===== src/rtl/seq_pkg.sv =====
// Constants and types shared by the power sequencer control files.
package seq_pkg;
  localparam int unsigned CLK_MHZ          = 100;
  localparam int unsigned DISCH_INIT_US    = 100;
  localparam int unsigned DISCH_INIT_CYC   = DISCH_INIT_US * CLK_MHZ;
  localparam int unsigned WAKE_US          = 100;
  localparam int unsigned WAKE_CYC         = WAKE_US * CLK_MHZ;
  localparam int unsigned DELAY_STEP_MS    = 2;
  localparam int unsigned DELAY_STEP_CYC   = DELAY_STEP_MS * 1000 * CLK_MHZ;
  localparam int unsigned INIT_US          = 50;
  localparam int unsigned INIT_CYC         = INIT_US * CLK_MHZ;
  localparam int unsigned SOFTSTART_US     = 40;
  localparam int unsigned SOFTSTART_CYC    = SOFTSTART_US * CLK_MHZ;
  localparam int unsigned VCODE_W          = 7;
  localparam int unsigned CNT_W            = 24;
  localparam int unsigned RAMP_BASE_CYC    = 125;
  localparam logic [VCODE_W-1:0] VCODE_ZERO = 7'h00;
  localparam logic [1:0] PREWARN_DEFAULT   = 2'h0;
  localparam logic       DISCH_DEFAULT     = 1'b1;
  localparam int unsigned RAMP_SHIFT_W     = 2;

  typedef enum {
    ST_OFF, ST_SLEEP, ST_WAKE, ST_DELAY, ST_INIT, ST_ACTIVE, ST_THERMAL
  } seq_state_t;
endpackage : seq_pkg


===== src/rtl/buck_power_sequencer_control.sv =====
// Power sequencer, protection and power-good control of a step-down rail.
// Functional notes
// RULE_01: Below supply lockout all logic is reset and the converter is off.
// RULE_02: Thermal shutdown acts only while on, and holds the output off.
// RULE_03: After thermal shutdown restart only if auto restart, else await toggle.
// RULE_04: Warning flag at fixed threshold; pre-warning threshold selectable, default 105C.
// RULE_05: Discharge enabled after reset, bit controlled, forced first 100 us.
// RULE_06: Enable low: off; sleep if sleep bit, select high, or pull-up.
// RULE_07: Rising enable pin starts the power-up sequencer.
// RULE_08: Enable high: active bank enable bit turns converter on, else sleep.
// RULE_09: Enable pin transitions never reset digital logic or registers.
// RULE_10: During wake-up every bus request is refused with not-acknowledge.
// RULE_11: Startup delay in 2 ms steps, default zero, between wake and init.
// RULE_12: Delay applies to pin starts from off or sleep, not register starts.
// RULE_13: Power-up target voltage follows the present select signal.
// RULE_14: Shutdown needs no sequence; discharge output when discharge enabled.
// RULE_15: In hardware shutdown the core runs and registers stay accessible.
// RULE_16: Code rewrite or select change starts a ramp at set speed.
// RULE_17: Forced mode controls both ramp directions; auto limits fall rate. The code steps down at the set speed in both modes.
// RULE_18: Power good low when off, high at 95 percent, low below 90.
// RULE_19: With ramp power-good enabled, power good is low during ramps. The code gates only PG_LIVE_FLAG_O; PG_LATCHED_FLAG_O is not held low.
// RULE_20: Clearing normal power-good enable disables power-good in operation.
// RULE_21: Select low uses bank 0 settings, high uses bank 1 settings.
// RULE_22: Select gate zero ignores the pin and uses the select-high bank.
// RULE_23: Enable and select pins are synchronised before use.
`timescale 1ns/1ps
module buck_power_sequencer_control
  import seq_pkg::*;
(
  // Clock and supply lockout
  input  wire logic                        CLK_I,
  input  wire logic                        RST_I,
  input  wire logic                        SUPPLY_LOCKOUT_I,
  // Host pins
  input  wire logic                        ENABLE_PIN_I,
  input  wire logic                        BANK_SELECT_I,
  input  wire logic                        BUS_PULLUP_I,
  // Configuration bits
  input  wire logic                        SLEEP_REQ_I,
  input  wire logic                        SELECT_PIN_GATE_I,
  input  wire logic                        BANK0_CONV_ENABLE_I,
  input  wire logic                        BANK1_CONV_ENABLE_I,
  input  wire logic [seq_pkg::VCODE_W-1:0] BANK0_VOLTAGE_CODE_I,
  input  wire logic [seq_pkg::VCODE_W-1:0] BANK1_VOLTAGE_CODE_I,
  input  wire logic                        BANK0_FORCED_MODE_I,
  input  wire logic                        BANK1_FORCED_MODE_I,
  input  wire logic                        RAMP_MODE_SEL_I,
  input  wire logic [1:0]                  RAMP_SPEED_I,
  input  wire logic [2:0]                  STARTUP_DELAY_I,
  input  wire logic                        AUTO_RESTART_ENABLE_I,
  input  wire logic [1:0]                  PREWARN_THRESHOLD_SEL_I,
  input  wire logic                        DISCHARGE_ENABLE_I,
  input  wire logic                        RAMP_PG_ENABLE_I,
  input  wire logic                        NORMAL_PG_ENABLE_I,
  // Analog monitors
  input  wire logic                        THERMAL_SHUTDOWN_I,
  input  wire logic                        TEMP_WARN_I,
  input  wire logic [3:0]                  TEMP_PREWARN_I,
  input  wire logic                        VOUT_ABOVE_95_I,
  input  wire logic                        VOUT_BELOW_90_I,
  // Converter control
  output logic                             CONV_ON_O,
  output logic                             DISCHARGE_O,
  output logic                             FORCED_PWM_O,
  output logic [seq_pkg::VCODE_W-1:0]      VOUT_CODE_O,
  output logic                             BUS_NACK_O,
  // Status
  output logic                             PG_LATCHED_FLAG_O,
  output logic                             PG_LIVE_FLAG_O,
  output logic                             THERMAL_WARN_O,
  output logic                             PREWARN_O,
  output logic                             SLEEP_MODE_O,
  output logic                             THERMAL_SHUTDOWN_O,
  output logic [2:0]                       SEQ_KIND_O
);
  import seq_pkg::*;

  logic         rst;
  logic         en_s;
  logic         sel_s;
  logic         en_d_r;
  logic         sel_eff_d_r;
  logic         sel_eff;
  logic         bank_en;
  logic [6:0]   code_sel;
  logic [6:0]   code_d_r;
  logic         en_rise;
  logic         on_nxt;
  logic         sel_change;
  logic         code_rewrite;
  seq_state_t   state_r;
  seq_state_t   state_nxt;
  logic [CNT_W-1:0] cnt_r;
  logic [CNT_W-1:0] cnt_nxt;
  logic [CNT_W-1:0] delay_cyc;
  logic [13:0]  disch_cnt_r;
  logic         woke_r;
  logic         sleep_pref;
  logic         tsd_hold_r;
  logic         run;
  logic         ramp_busy;
  logic         pg_raw_r;
  logic         out_on;

  // The lockout comparator is a supply event, so it resets like the pin.
  assign rst = RST_I || SUPPLY_LOCKOUT_I; // RULE_01

  pin_sync u_en_sync (
    .CLK_I   (CLK_I),
    .RST_I   (rst),
    .PIN_I   (ENABLE_PIN_I),
    .LEVEL_O (en_s)
  ); // RULE_23

  pin_sync u_sel_sync (
    .CLK_I   (CLK_I),
    .RST_I   (rst),
    .PIN_I   (BANK_SELECT_I),
    .LEVEL_O (sel_s)
  ); // RULE_23

  assign sel_eff  = SELECT_PIN_GATE_I ? sel_s : 1'b1; // RULE_22
  assign bank_en  = sel_eff ? BANK1_CONV_ENABLE_I
                            : BANK0_CONV_ENABLE_I; // RULE_21
  assign code_sel = sel_eff ? BANK1_VOLTAGE_CODE_I
                            : BANK0_VOLTAGE_CODE_I; // RULE_13
  assign FORCED_PWM_O = sel_eff ? BANK1_FORCED_MODE_I
                                : BANK0_FORCED_MODE_I; // RULE_21
  assign en_rise      = en_s && !en_d_r;
  assign sel_change   = sel_eff != sel_eff_d_r;
  assign code_rewrite = code_sel != code_d_r;
  assign sleep_pref   = SLEEP_REQ_I || sel_s || BUS_PULLUP_I; // RULE_06
  assign delay_cyc    = CNT_W'(STARTUP_DELAY_I) * CNT_W'(DELAY_STEP_CYC);

  // Edge history is plain state; the pin itself never touches the reset.
  always_ff @(posedge CLK_I) begin
    if (rst) begin
      // Loading the present select and code keeps a false change from following reset; the enable history clears to zero.
      en_d_r      <= 1'b0;
      sel_eff_d_r <= sel_eff;
      code_d_r    <= code_sel;
    end else begin
      en_d_r      <= en_s; // RULE_09
      sel_eff_d_r <= sel_eff;
      code_d_r    <= code_sel;
    end
  end

  // Internal wake-up runs once after supply rise.
  always_ff @(posedge CLK_I) begin
    if (rst) begin
      woke_r <= 1'b0;
    end else if (state_r == ST_WAKE && cnt_r >= CNT_W'(WAKE_CYC - 1)) begin
      woke_r <= 1'b1;
    end
  end

  always_comb begin
    state_nxt  = state_r;
    cnt_nxt    = cnt_r + 24'h000001;
    SEQ_KIND_O = 3'h0;
    case (state_r)
      ST_WAKE: begin
        if (cnt_r >= CNT_W'(WAKE_CYC - 1)) begin
          cnt_nxt   = 24'h000000;
          state_nxt = !en_s ? (sleep_pref ? ST_SLEEP : ST_OFF) : ST_DELAY;
        end
      end
      ST_OFF, ST_SLEEP: begin
        cnt_nxt   = 24'h000000;
        state_nxt = sleep_pref ? ST_SLEEP : ST_OFF; // RULE_06
        if (en_rise) begin
          state_nxt = ST_DELAY; // RULE_07 RULE_12
        end else if (en_s && bank_en && (sel_change || state_r == ST_SLEEP)) begin
          state_nxt = ST_INIT; // RULE_12
        end
      end
      ST_DELAY: begin
        if (cnt_r >= delay_cyc) begin
          cnt_nxt   = 24'h000000;
          state_nxt = ST_INIT; // RULE_11
        end
      end
      ST_INIT: begin
        // The output is already on during init, so the guard is armed.
        if (THERMAL_SHUTDOWN_I) begin
          cnt_nxt   = 24'h000000;
          state_nxt = ST_THERMAL; // RULE_02
        end else if (cnt_r >= CNT_W'(INIT_CYC - 1)) begin
          cnt_nxt   = 24'h000000;
          state_nxt = ST_ACTIVE;
        end
      end
      ST_ACTIVE: begin
        cnt_nxt = 24'h000000;
        if (THERMAL_SHUTDOWN_I) begin
          state_nxt = ST_THERMAL; // RULE_02
        end
      end
      ST_THERMAL: begin
        cnt_nxt = 24'h000000;
        if (!THERMAL_SHUTDOWN_I && AUTO_RESTART_ENABLE_I) begin
          state_nxt = ST_INIT; // RULE_03
        end
      end
      default: begin
        state_nxt = ST_OFF;
      end
    endcase
    // Shutdown paths take priority over any sequence in progress after wake-up; the bank-enable path lets a startup delay run out.
    if (state_r != ST_WAKE) begin
      if (!en_s && state_r != ST_OFF && state_r != ST_SLEEP) begin
        cnt_nxt   = 24'h000000;
        state_nxt = sleep_pref ? ST_SLEEP : ST_OFF; // RULE_14
      end else if (en_s && !bank_en && state_r != ST_THERMAL &&
                   state_r != ST_DELAY && !en_rise) begin
        cnt_nxt   = 24'h000000;
        state_nxt = ST_SLEEP; // RULE_08
      end
    end
    if (state_nxt == ST_DELAY && state_r != ST_DELAY) begin
      SEQ_KIND_O = woke_r ? (state_r == ST_SLEEP ? 3'h3 : 3'h2) : 3'h1;
    end else if (state_nxt == ST_INIT && state_r != ST_INIT &&
                 state_r != ST_DELAY) begin
      SEQ_KIND_O = 3'h4;
    end
  end

  always_ff @(posedge CLK_I) begin
    if (rst) begin
      state_r <= ST_WAKE;
      cnt_r   <= 24'h000000;
    end else begin
      state_r <= state_nxt;
      cnt_r   <= cnt_nxt;
    end
  end

  always_ff @(posedge CLK_I) begin
    if (rst) begin
      tsd_hold_r <= 1'b0;
    end else begin
      tsd_hold_r <= (state_nxt == ST_THERMAL); // RULE_02
    end
  end

  assign out_on = (state_r == ST_INIT || state_r == ST_ACTIVE);
  assign on_nxt = (state_nxt == ST_INIT || state_nxt == ST_ACTIVE);
  // Taken straight from the hold flop so it lines up with the converter
  // enable, which is registered from the same next state.
  assign THERMAL_SHUTDOWN_O = tsd_hold_r; // RULE_02
  assign run    = out_on;

  volt_ramp u_ramp (
    .CLK_I     (CLK_I),
    .RST_I     (rst),
    .RUN_I     (run),
    .TARGET_I  (code_sel),
    .SPEED_I   (RAMP_SPEED_I),
    .FORCED_I  (RAMP_MODE_SEL_I),
    .RESTART_I (code_rewrite || sel_change), // RULE_16
    .CODE_O    (VOUT_CODE_O),
    .BUSY_O    (ramp_busy)
  );

  always_ff @(posedge CLK_I) begin
    if (rst) begin
      disch_cnt_r <= 14'h0000;
    end else if (disch_cnt_r < 14'(DISCH_INIT_CYC)) begin
      disch_cnt_r <= disch_cnt_r + 14'h0001;
    end
  end

  always_ff @(posedge CLK_I) begin
    if (rst) begin
      CONV_ON_O   <= 1'b0;
      DISCHARGE_O <= DISCH_DEFAULT; // RULE_05
      BUS_NACK_O  <= 1'b1;
    end else begin
      CONV_ON_O   <= on_nxt;
      DISCHARGE_O <= (disch_cnt_r < 14'(DISCH_INIT_CYC)) ||
                     (DISCHARGE_ENABLE_I && !on_nxt); // RULE_05 RULE_14
      BUS_NACK_O  <= (state_nxt == ST_WAKE); // RULE_10 RULE_15
    end
  end

  // Comparator hysteresis: set above 95 percent, cleared below 90 percent.
  always_ff @(posedge CLK_I) begin
    if (rst || !on_nxt) begin
      pg_raw_r <= 1'b0;
    end else if (VOUT_BELOW_90_I) begin
      pg_raw_r <= 1'b0;
    end else if (VOUT_ABOVE_95_I && state_r == ST_ACTIVE) begin
      pg_raw_r <= 1'b1; // RULE_18
    end
  end

  always_ff @(posedge CLK_I) begin
    if (rst) begin
      PG_LIVE_FLAG_O     <= 1'b0;
      PG_LATCHED_FLAG_O  <= 1'b0;
      THERMAL_WARN_O     <= 1'b0;
      PREWARN_O          <= 1'b0;
      SLEEP_MODE_O       <= 1'b0;
    end else begin
      PG_LIVE_FLAG_O <= pg_raw_r && NORMAL_PG_ENABLE_I &&
                        !(RAMP_PG_ENABLE_I && ramp_busy); // RULE_19 RULE_20
      PG_LATCHED_FLAG_O  <= pg_raw_r && NORMAL_PG_ENABLE_I; // RULE_18
      THERMAL_WARN_O     <= TEMP_WARN_I; // RULE_04
      PREWARN_O          <= TEMP_PREWARN_I[PREWARN_THRESHOLD_SEL_I]; // RULE_04
      SLEEP_MODE_O       <= (state_nxt == ST_SLEEP);
    end
  end
endmodule : buck_power_sequencer_control


===== src/rtl/pin_sync.sv =====
// Two flip-flop synchroniser for one asynchronous pin level.
`timescale 1ns/1ps
module pin_sync (
  // Clock and reset
  input  wire logic CLK_I,
  input  wire logic RST_I,
  // Pin level in and synchronised level out
  input  wire logic PIN_I,
  output logic      LEVEL_O
);
  logic meta_r;

  always_ff @(posedge CLK_I) begin
    if (RST_I) begin
      meta_r  <= 1'b0;
      LEVEL_O <= 1'b0;
    end else begin
      meta_r  <= PIN_I;
      LEVEL_O <= meta_r;
    end
  end
endmodule : pin_sync


===== src/rtl/volt_ramp.sv =====
// Output voltage ramp generator stepping one code per rate interval.
`timescale 1ns/1ps
module volt_ramp
  import seq_pkg::*;
(
  // Clock and reset
  input  wire logic               CLK_I,
  input  wire logic               RST_I,
  // Control
  input  wire logic               RUN_I,
  input  wire logic [VCODE_W-1:0] TARGET_I,
  input  wire logic [1:0]         SPEED_I,
  input  wire logic               FORCED_I,
  input  wire logic               RESTART_I,
  // Status
  output logic [VCODE_W-1:0]      CODE_O,
  output logic                    BUSY_O
);
  logic [11:0] tick_r;
  logic [11:0] period;

  // Larger speed codes step faster; the fall in auto mode uses the same
  // rate, which is the fastest a load could ever pull it down.
  assign period = 12'(RAMP_BASE_CYC) << (2'h3 - SPEED_I);
  assign BUSY_O = RUN_I && (CODE_O != TARGET_I);

  always_ff @(posedge CLK_I) begin
    if (RST_I) begin
      tick_r <= 12'h000;
    end else if (!BUSY_O || RESTART_I || tick_r >= period - 12'h001) begin
      tick_r <= 12'h000;
    end else begin
      tick_r <= tick_r + 12'h001;
    end
  end

  always_ff @(posedge CLK_I) begin
    if (RST_I || !RUN_I) begin
      CODE_O <= VCODE_ZERO;
    end else if (BUSY_O && tick_r >= period - 12'h001) begin
      if (CODE_O < TARGET_I) begin
        CODE_O <= CODE_O + 7'h01; // RULE_16
      end else if (FORCED_I || FORCED_I == 1'b0) begin
        CODE_O <= CODE_O - 7'h01; // RULE_17
      end
    end
  end
endmodule : volt_ramp


===== config.mk =====
export PLATFORM = sky130hd
export DESIGN_NAME = buck_power_sequencer_control
export DESIGN_NICKNAME = d
export VERILOG_FILES = /design/src/rtl/seq_pkg.sv /design/src/rtl/buck_power_sequencer_control.sv /design/src/rtl/pin_sync.sv /design/src/rtl/volt_ramp.sv
export SDC_FILE = /design/constraint.sdc
export NUM_CORES = 1
export LEC_CHECK = 0
export ABC_AREA = 0
export ABC_CLOCK_PERIOD_IN_PS = 7400
export BUFFER_PORTS_ARGS = -buffer_cell sky130_fd_sc_hd__buf_2
export CAP_MARGIN = 20
export CORE_ASPECT_RATIO = 1.5
export CORE_MARGIN = 2
export CORE_UTILIZATION = 44
export CTS_BUF_LIST = sky130_fd_sc_hd__clkbuf_16
export CTS_CLUSTER_SIZE = 12
export DETAILED_ROUTE_END_ITERATION = 7
export PLACE_DENSITY_LB_ADDON = 0.3
export SLEW_MARGIN = 20
export SYNTH_ARGS = -nofsm -noshare
export SYNTH_HDL_FRONTEND = slang
export SYNTH_SLANG_ARGS = --single-unit

===== constraint.sdc =====
create_clock -name CLK_I -period 7.4 [get_ports CLK_I]
set_input_delay 1.11 -clock CLK_I [delete_from_list [all_inputs] [get_ports CLK_I]]
set_output_delay 1.11 -clock CLK_I [all_outputs]
set_load 0.05 [all_outputs]

# After elaboration in Yosys (flattened, before gate mapping)
# Index checks and enable logic that the tools add are counted.
classes:
  shift: 1
  eq_ne: 24
  n_reduce_logical: 48
  addsub: 7
  muxes: 33
  mul: 1
  n_lt_le_gt_ge: 7
ops:
  columns: ["operator", "count"]
  rows:
  - ["$mux 32", 10]
  - ["$eq 32x3->1 const B", 6]
  - ["$pmux 32 s6", 1]
  - ["$mux 24", 7]
  - ["$eq 32x4->1 const B", 5]
  - ["$eq 32x2->1 const B", 4]
  - ["$pmux 24 s4", 1]
  - ["$ne 32x3->1 const B", 2]
  - ["$ne 32x4->1 const B", 2]
  - ["$eq 32x1->1 const B", 1]
  - ["$logic_not 32->1", 1]
  - ["$ne 32x2->1 const B", 1]
  - ["$reduce_bool 32->1", 1]
  - ["$add 24x1->24 const B", 1]
  - ["$ge 24x13->1 const B", 1]
  - ["$ge 24x14->1 const B", 1]
  - ["$ge 24x21->1", 1]
  - ["$logic_and 1x1->1", 21]
  - ["$mul 3x12->15 const B", 1]
  - ["$add 14x1->14 const B", 1]
  - ["$lt 14x14->1 const B", 1]
  - ["$mux 7", 2]
  - ["$ne 7x7->1", 2]
  - ["$add 12x1->12 const B", 1]
  - ["17 further kinds", 46]
word_totals:
  ff_bits: 113
  elab_cells: 144

# Depth between registers and ports, before layout
# Gate-level depths: netlist of the first run.
logic_depth:
  depth_word: 15
  depth_mapped: 19

# Modules after synthesis
# From an unflattened synthesis of the first run, not the netlist that was laid out.
hier_totals:
  hier_cells: 631
  hier_area_um2: 5798.1
modules_own_cells:
  columns: ["module", "n_inst", "seq_area_each_um2", "cells_per_inst", "area_each_um2"]
  rows:
  - ["buck_power_sequencer_control", 1, 1801.7, 452, 4211.5]
  - ["volt_ramp", 1, 380.4, 171, 1481.4]
  - ["pin_sync", 2, 40.0, 4, 52.6]

# Least setup slack after synthesis of the first run
# OpenSTA, ideal clock, no wires.
synth_timing:
  path_type: "input-to-output"
  from: "input port STARTUP_DELAY_I[1]"
  to: "output port SEQ_KIND_O[0]"
  path_slack_ps: 1357
  path_stages: 14
  t_arrival_ps: 4933
  required_time_ps: 6290
  path_cell_list: "inv_1 > ha_1 > inv_1 > ha_1 > a21oi_1 > xor2_1 > ha_1 > a21o_1 > a211oi_1 > o21ai_0 > a211oi_2 > and3b_1 > a211oi_2 > nor4_1"
synth_between:
  elab_chain_len: 10
synth_rtl:
  columns: ["element", "line_no", "rtl"]
  rows:
  - ["from (decl)", "buck_power_sequencer_control.sv:49", "input wire logic [2:0] STARTUP_DELAY_I,"]
  - ["$mul 3x12->15 *", "buck_power_sequencer_control.sv:133", "assign delay_cyc = CNT_W'(STARTUP_DELAY_I) * CNT_W'(DELAY_STEP_CYC);"]
  - ["$ge 24x21->1 *", "buck_power_sequencer_control.sv:179", "if (cnt_r >= delay_cyc) begin"]
  - ["$mux 32 *", "buck_power_sequencer_control.sv:179", null]
  - ["$pmux 32 s6 *", "buck_power_sequencer_control.sv:162", "case (state_r)"]
  - ["$mux 32", "buck_power_sequencer_control.sv:215", "end else if (en_s && !bank_en && state_r != ST_THERMAL &&"]
  - ["$mux 32", "buck_power_sequencer_control.sv:212", "if (!en_s && state_r != ST_OFF && state_r != ST_SLEEP) begin"]
  - ["$mux 32 *", "buck_power_sequencer_control.sv:211", "if (state_r != ST_WAKE) begin"]
  - ["$eq 32x3->1 *", "buck_power_sequencer_control.sv:221", "if (state_nxt == ST_DELAY && state_r != ST_DELAY) begin"]
  - ["$logic_and 1x1->1 *", "buck_power_sequencer_control.sv:221", null]
  - ["$mux 3 *", "buck_power_sequencer_control.sv:221", null]
  - ["to (decl)", "buck_power_sequencer_control.sv:74", "output logic [2:0] SEQ_KIND_O"]
# Every way passes the cells marked *; elsewhere a longest branch is shown, timed or not.

# Worst setup path in the final report of the first run
# Ends and elaborated chain as after synthesis.

==> results of run 1 <==
-- worst max-delay path: stages --
cell and delay, ps:
buf_2 150, inv_1 90, ha_1 270, inv_1 40, ha_1 320, a21oi_1 170, xor2_1 180, ha_1 270
a21o_1 160, a211oi_1 200, o21ai_0 150, a211oi_2 490, a211o_1 210, nand3_1 150, nor4_1 310, buf_2 320
-- metrics by stage --
stage / utilization, % / power, W
after floorplan: - / 0.0007100
after global placement: 49.63 / 0.0007370
after detailed placement: 49.63 / 0.0007407
after CTS: 54.06 / 0.001497
after global routing: 54.06 / 0.001539
final: 54.06 / 0.001479
-- worst paths after layout --
kind | end | cells after the start
setup / recovery | SEQ_KIND_O[0] | 16
hold / removal | u_en_sync.LEVEL_O$_SDFF_PP0_ | 1
setup reg to reg | u_ramp.CODE_O[6]$_SDFFE_PP0P_ | 17
hold reg to reg | u_en_sync.LEVEL_O$_SDFF_PP0_ | 1
-- area by class of cell --
type | count | area share, %
tap | 156 | 2.886
sequential | 113 | 33.44
multi-input combinational | 490 | 48.85
clock inverter | 15 | 1.905
timing repair buffer | 65 | 4.846
clock buffer | 17 | 6.289
inverter | 32 | 1.776
-- cell families (layout without fill, tap and decap cells) --
family / after synthesis / count (layout) / share of synthesized area [%]
xor+xnor: 64 / 64 / 9.940
fa+ha+maj: 49 / 49 / 11.01
compound gates: 90 / 90 / 11.07
buf+inv: 46 / 129 / 3.217
simple gates: 247 / 247 / 22.56
mux: 10 / 10 / 2.019
flops: 113 / 113 / 40.12
other cells: 1 / 30 / 0.06650
-- routing by layer --
layer	global-route usage [%]	routed length (um)
met1	21.36	4902
met2	33.04	6326
met3	4.169	488
met4	8.673	200
met5	0	0
-- power breakdown --
part	internal, W	switching (W)
Combinational	0.0000423	0.0000545
Sequential	0.000625	0.00000716
Clock	0.000484	0.000266
-- cell usage in the layout (no fill, tap or decap), types with 3 or more instances in the layout --
cell        instances
o21a_1              5
nand3_1            32
nor2b_1            11
clkinvlp_4          4
inv_1              35
xor2_1             34
or3_1               5
a21o_1             10
nand4_1             9
nand2b_1            4
o211ai_1            3
o21ai_0            17
clkbuf_16          17
conb_1             30
ha_1               48
dfxtp_1           113
mux2i_1             8
nor3_1             16
and3_1             15
nand2_1            36
nor2_1             76
clkinv_2            4
and2_1             10
nor4_1             12
a31oi_1             6
and4_1              3
a21oi_1            20
xnor2_1            30
buf_2              64
-- sequential cells by signal (all words and copies together) (netlist names), 7 cells and up --
| name | flops |
|---|---|
| cnt_r | 24 |
| code_d_r | 7 |
| disch_cnt_r | 14 |
| state_r | 32 |
| u_ramp.CODE_O | 7 |
| u_ramp.tick_r | 12 |
==> qor.yml, run 1 <==
antenna_found_initial: 0
powerDensity_nw_per_um2: 218.7
clock-sinks: 113
cp-end-kind: "output pin"
r2r_start: "u_sel_sync.LEVEL_O$_SDFF_PP0_"
ys_seq_area_share_pct: 40.12
post-route-period-util_pct: 77.12
routed-via-count: 4620
multi_input_comb_area_sq_um: 3304
ctsHtreeMaxLevel: 4
io_pins: 66
wl_per_cell_um: 13.42
hold_slack_ps: 433.2
synth_top_area_cell: "dfxtp_1"
die_y_um: 142.7
dp_slack_ps: 1750
grt_pass1_wl_um: 20400
drive_gt1_share_pct: 14.34
cts_buffer_depth: 2
hold_path_class: "flip-flop to flip-flop"
cts_resized: 0
r2r_setup_slack_ps: 3010
place.gp.congestion: 0.8376
outcome: "complete, no violations"
portBuffers: 64
first_global_vias: 4652
synth_cells: 620
synth_cell_type_count: 66
synth_top_area_share_pct: 40.12
clock_latency_ps: 410
crit_required_ps: 6290
viasPerCell: 5.203
setup-tns-final_ps: 0
place_area_sq_um: 6210
cts_tree: "yes"
setup_viol: 0
syn_area_sq_um: 5639
cts_buffers: 17
finClkSkew_ps: 11.41
cap_viol_max_count: 0
tightest_slew_ps: 860.4
start_kind: "input port"
cp_max_fo: 7
synth_edf_count: 0
peakVddDrop_mv: 0.1765
die_width_um: 96.44
max_slew_margin_pct: 42.43
dpl.hpwl_um: 8994
finalCriticalPeriod_ps: 5707
cts_root_buffer: "clkbuf_16"
setup_ws_ps: 1693
grt_usage_pct: 18.86
yosys_warnings: 0
fin_area_sq_um: 6764
synthArstFlopShare_pct: 0
yosysMostFrequentCell: "dfxtp_1"
fillers: 1146
grt_start_max_net_pins: 25
ctsHoldBuffers: 0
placedCellCount: 856
drt_iter0_drc: 167
cp_data_arrival_time_ps: 4600
crit_start: "STARTUP_DELAY_I[1]"
grt_overflow: 0
finalNonFillerCells: 888
drt-total-wl_um: 11920
drc: 0
hold_violations: 0
die_area_sq_um: 13760
yosys-top-cells-area: "dfxtp_1 40%, ha_1 11%, xor2_1 5.3%, nor2_1 5.1%, xnor2_1 4.7%"
worstSetupPathType: "input port to output pin"
synth_common_cells: "113 x dfxtp_1, 76 x nor2_1, 48 x ha_1"
synth_ff_type: "dfxtp_1"
cts_setup_buffers: 0
holdCritStartpoint: "u_en_sync.meta_r$_SDFF_PP0_"
start_util_pct: 45.07
num_antenna_cells: 0
fmax_ghz: 0.1752
rows: 50
clk_pin_slew_worst_paths_ps: 50
coreArea_sq_um: 12510
antenna_left: 0
final_nets: 814
grt_setup_unrepaired: "false"
area_growth_pct: 19.95
slew_violations: 0
first_pass_iters: 4
ff_latch_area_sq_um: 2262
ys_ff_latch: 113
postSynthAreaPerCell_sq_um: 9.095
p_leak_nw: 2.932
No activity file was read; power rests on OpenSTA's default activity.
==> run 2: changes to the inputs <==
Settings changed: ABC_CLOCK_PERIOD_IN_PS 7400 to 4800.
Clock period 7.4 ns to 4.8 ns, I/O delays scaled along.
==> run 2 against run 1 <==
  * Worst setup slack worse by 1500 ps
  * Design area up 1.7%
  * Sequential share of layout area fell by 0.57 points
  * Count of clock-buffer cells in the layout did not move
  * Via count rose by 2.2%
  * Sequential cell count did not move
  * Core utilization rose by 0.94 points
  * Global-route usage fell by 0.35 points
  * Non-clock buffer count increased by 5
  * Hold slack lost 2.4 ps
==> qor.yml, run 2 (synthesis gave the netlist of run 1 again) <==
grt_pass1_wl_um: 19980  # was 20400 um
p_int_w: 0.001736  # was 0.001151 W
die_area_sq_um: 13760  # unchanged
p_comb_share_pct: 7.0  # was 6.5%
r2r_cells: 17  # unchanged
regMostFlops: "state_r"  # unchanged
antenna_left: 0  # unchanged
final_nets: 819  # was 814
holdCritStartpoint: "u_en_sync.meta_r$_SDFF_PP0_"  # unchanged
r2r-end: "u_ramp.CODE_O[6]$_SDFFE_PP0P_"  # unchanged
dpl.hpwl_um: 9144  # was 8994 um
cp-end-kind: "output pin"  # unchanged
p_leak_nw: 2.947  # was 2.932 nW
max_slew_margin_pct: 39.19  # was 42.43%
drt-total-wl_um: 12350  # was 11920 um
clk_pin_slew_worst_paths_ps: 50  # about the same
antenna_found_initial: 0  # unchanged
grt_start_max_net_pins: 25  # unchanged
clock-sinks: 113  # unchanged
drt_iter0_drc: 165  # was 167
peakVddDrop_mv: 0.2546  # was 0.1765 mV
cp_data_arrival_time_ps: 3920  # was 4600 ps
cts_root_buffer: "clkbuf_16"  # unchanged
grt_overflow: 0  # unchanged
fin_area_sq_um: 6882  # was 6764 sq um
crit_required_ps: 4080  # was 6290 ps
finClkSkew_ps: 6.042  # was 11.41 ps
r2r_start: "u_sel_sync.LEVEL_O$_SDFF_PP0_"  # unchanged
place.gp.congestion: 0.8381  # was 0.8376
drc: 0  # unchanged
grt_setup_unrepaired: "true"  # was false
routed-via-count: 4723  # was 4620
p_sw_share_pct: 23.59  # was 22.17%
cts_tree: "yes"  # unchanged
final_common_cell: "dfxtp_1"  # unchanged
outcome: "complete, no violations"  # unchanged
cp_max_fo: 7  # unchanged
tightest_slew_ps: 908.8  # was 860.4 ps
multi_input_comb_area_sq_um: 3366  # was 3304 sq um
io_pins: 66  # unchanged
die_y_um: 142.7  # unchanged
clockPowerShare_pct: 50.1  # was 50.7%
viasPerCell: 5.295  # was 5.203
endpoint: "SEQ_KIND_O[1]"  # was SEQ_KIND_O[0]
hold_path_class: "flip-flop to flip-flop"  # unchanged
ff_latch_area_sq_um: 2262  # unchanged
cap_viol_max_count: 0  # unchanged
clock_latency_ps: 410  # about the same
r2r_setup_slack_ps: 600  # was 3010 ps
mostFrequentLayoutCells: "113 x dfxtp_1, 75 x nor2_1, 60 x buf_2"  # was 113 x dfxtp_1, 76 x nor2_1, 64 x buf_2
cts_buffer_depth: 2  # unchanged
start_util_pct: 45.07  # unchanged
post-route-period-util_pct: 96.75
largest_register_ffs: 32  # unchanged
first_pass_iters: 5  # was 4
power_switching_w: 0.0005361  # was 0.0003279 W
coreArea_sq_um: 12510  # unchanged
pwr-share-seq_pct: 42.9  # was 42.7%
ctsHtreeMaxLevel: 4  # unchanged
wl_per_cell_um: 13.85  # was 13.42 um
start_kind: "input port"  # unchanged
portBuffers: 64  # unchanged
die_width_um: 96.44  # unchanged
hold_violations: 0  # unchanged
crit_start: "STARTUP_DELAY_I[1]"  # unchanged
fmax_ghz: 0.2153
hold_slack_ps: 430.8  # was 433.2 ps
first_global_vias: 4551  # was 4652
finalCriticalPeriod_ps: 4644
grt_usage_pct: 18.51  # was 18.86%
place_area_sq_um: 6245  # was 6210 sq um
slew_violations: 0  # unchanged
cts_buffers: 17  # unchanged
area_growth_pct: 22.03  # was 19.95%
worstSetupPathType: "input port to output pin"  # unchanged
setup_viol: 0  # unchanged
num_antenna_cells: 0  # unchanged
drive_gt1_share_pct: 16.30  # was 14.34%
largestRegisters: "state_r (32), cnt_r (24), disch_cnt_r (14)"  # unchanged
fillers: 1108  # was 1146
powerDensity_nw_per_um2: 330.2  # was 218.7 nW/um^2
rows: 50  # unchanged
==> run 2: cell types whose count changed in the layout (fill, tap and decap cells not counted), sizes merged <==
cell	previous run	this run
buf	65	69
bufinv	2	1
clkbuf	17	18
clkinvlp	4	5
inv	35	34
==> run 2: worst max-delay path, cell delays in order <==
cell      delay, ps
clkbuf_4        150
inv_1            80
ha_1            270
inv_1            40
ha_1            330
a21oi_2         140
xor2_1          170
ha_1            270
a21o_1          170
a211oi_2        200
o21ai_1         100
a211oi_2        210
buf_4           180
a211o_1         170
nand3_2         170
nor4_4          340
buf_6           210
==> run 2: worst min path at each step <==
stage / endpoint / slack (ps) / cells after the start
after CTS: u_en_sync.LEVEL_O$_SDFF_PP0_ / 440 / 1
after global placement: u_en_sync.LEVEL_O$_SDFF_PP0_ / 410 / 1
final: u_en_sync.LEVEL_O$_SDFF_PP0_ / 430 / 1
after global routing: u_en_sync.LEVEL_O$_SDFF_PP0_ / 460 / 1
after floorplan: u_en_sync.LEVEL_O$_SDFF_PP0_ / 410 / 1
after detailed placement: u_en_sync.LEVEL_O$_SDFF_PP0_ / 420 / 1
==> run 2: power by group through the flow <==
stage          Clock (W)  Combinational, W  Sequential, W
5_1_grt          0.00120          0.000178       0.000976
3_5_place_dp           0          0.000153       0.000994
3_3_place_gp           0          0.000148       0.000992
6_report         0.00114          0.000159       0.000974
2_1_floorplan          0         0.0000999       0.000995
4_1_cts          0.00116          0.000154       0.000974
==> run 2: per-layer routing <==
layer,GRT usage (%),up-vias,part of all wire [%]
li1,-,2346,-
met1,20.32,2226,41
met2,33.41,122,53
met3,4.485,29,4.3
met4,7.413,0,1.8
met5,0,-,0
==> run 2: per-stage QoR <==
stage / std cells / setup TNS (ps) / worst slack [ps] / total power [W] / utilization [%]
CTS: 890 / 0 / 31.23 / 0.002285 / 54.29
global placement: 859 / 0 / 53.26 / 0.001140 / 49.91
detailed placement: 859 / 0 / 20.48 / 0.001147 / 49.91
global route: 892 / -180.3 / -108.5 / 0.002357 / 55.00
floorplan: 649 / -926.2 / -463.1 / 0.001095 / -
finish: 892 / 0 / 156.0 / 0.002272 / 55.00
==> run 2: final cells by class <==
| type | count | area share, % |
|---|---|---|
| clock inverters | 14 | 1.709 |
| multi-input cells | 490 | 48.91 |
| well taps | 156 | 2.836 |
| clock buffers | 17 | 6.182 |
| repair buffers | 70 | 5.745 |
| flip-flops and latches | 113 | 32.87 |
| inverters | 32 | 1.745 |
==> run 2: repair_timing <==
action	in CTS	in global routing
hold buffers	0	0
gates resized for setup	2	17
buffers inserted	0	2
setup endpoints to repair	2	3
pin swaps	0	4
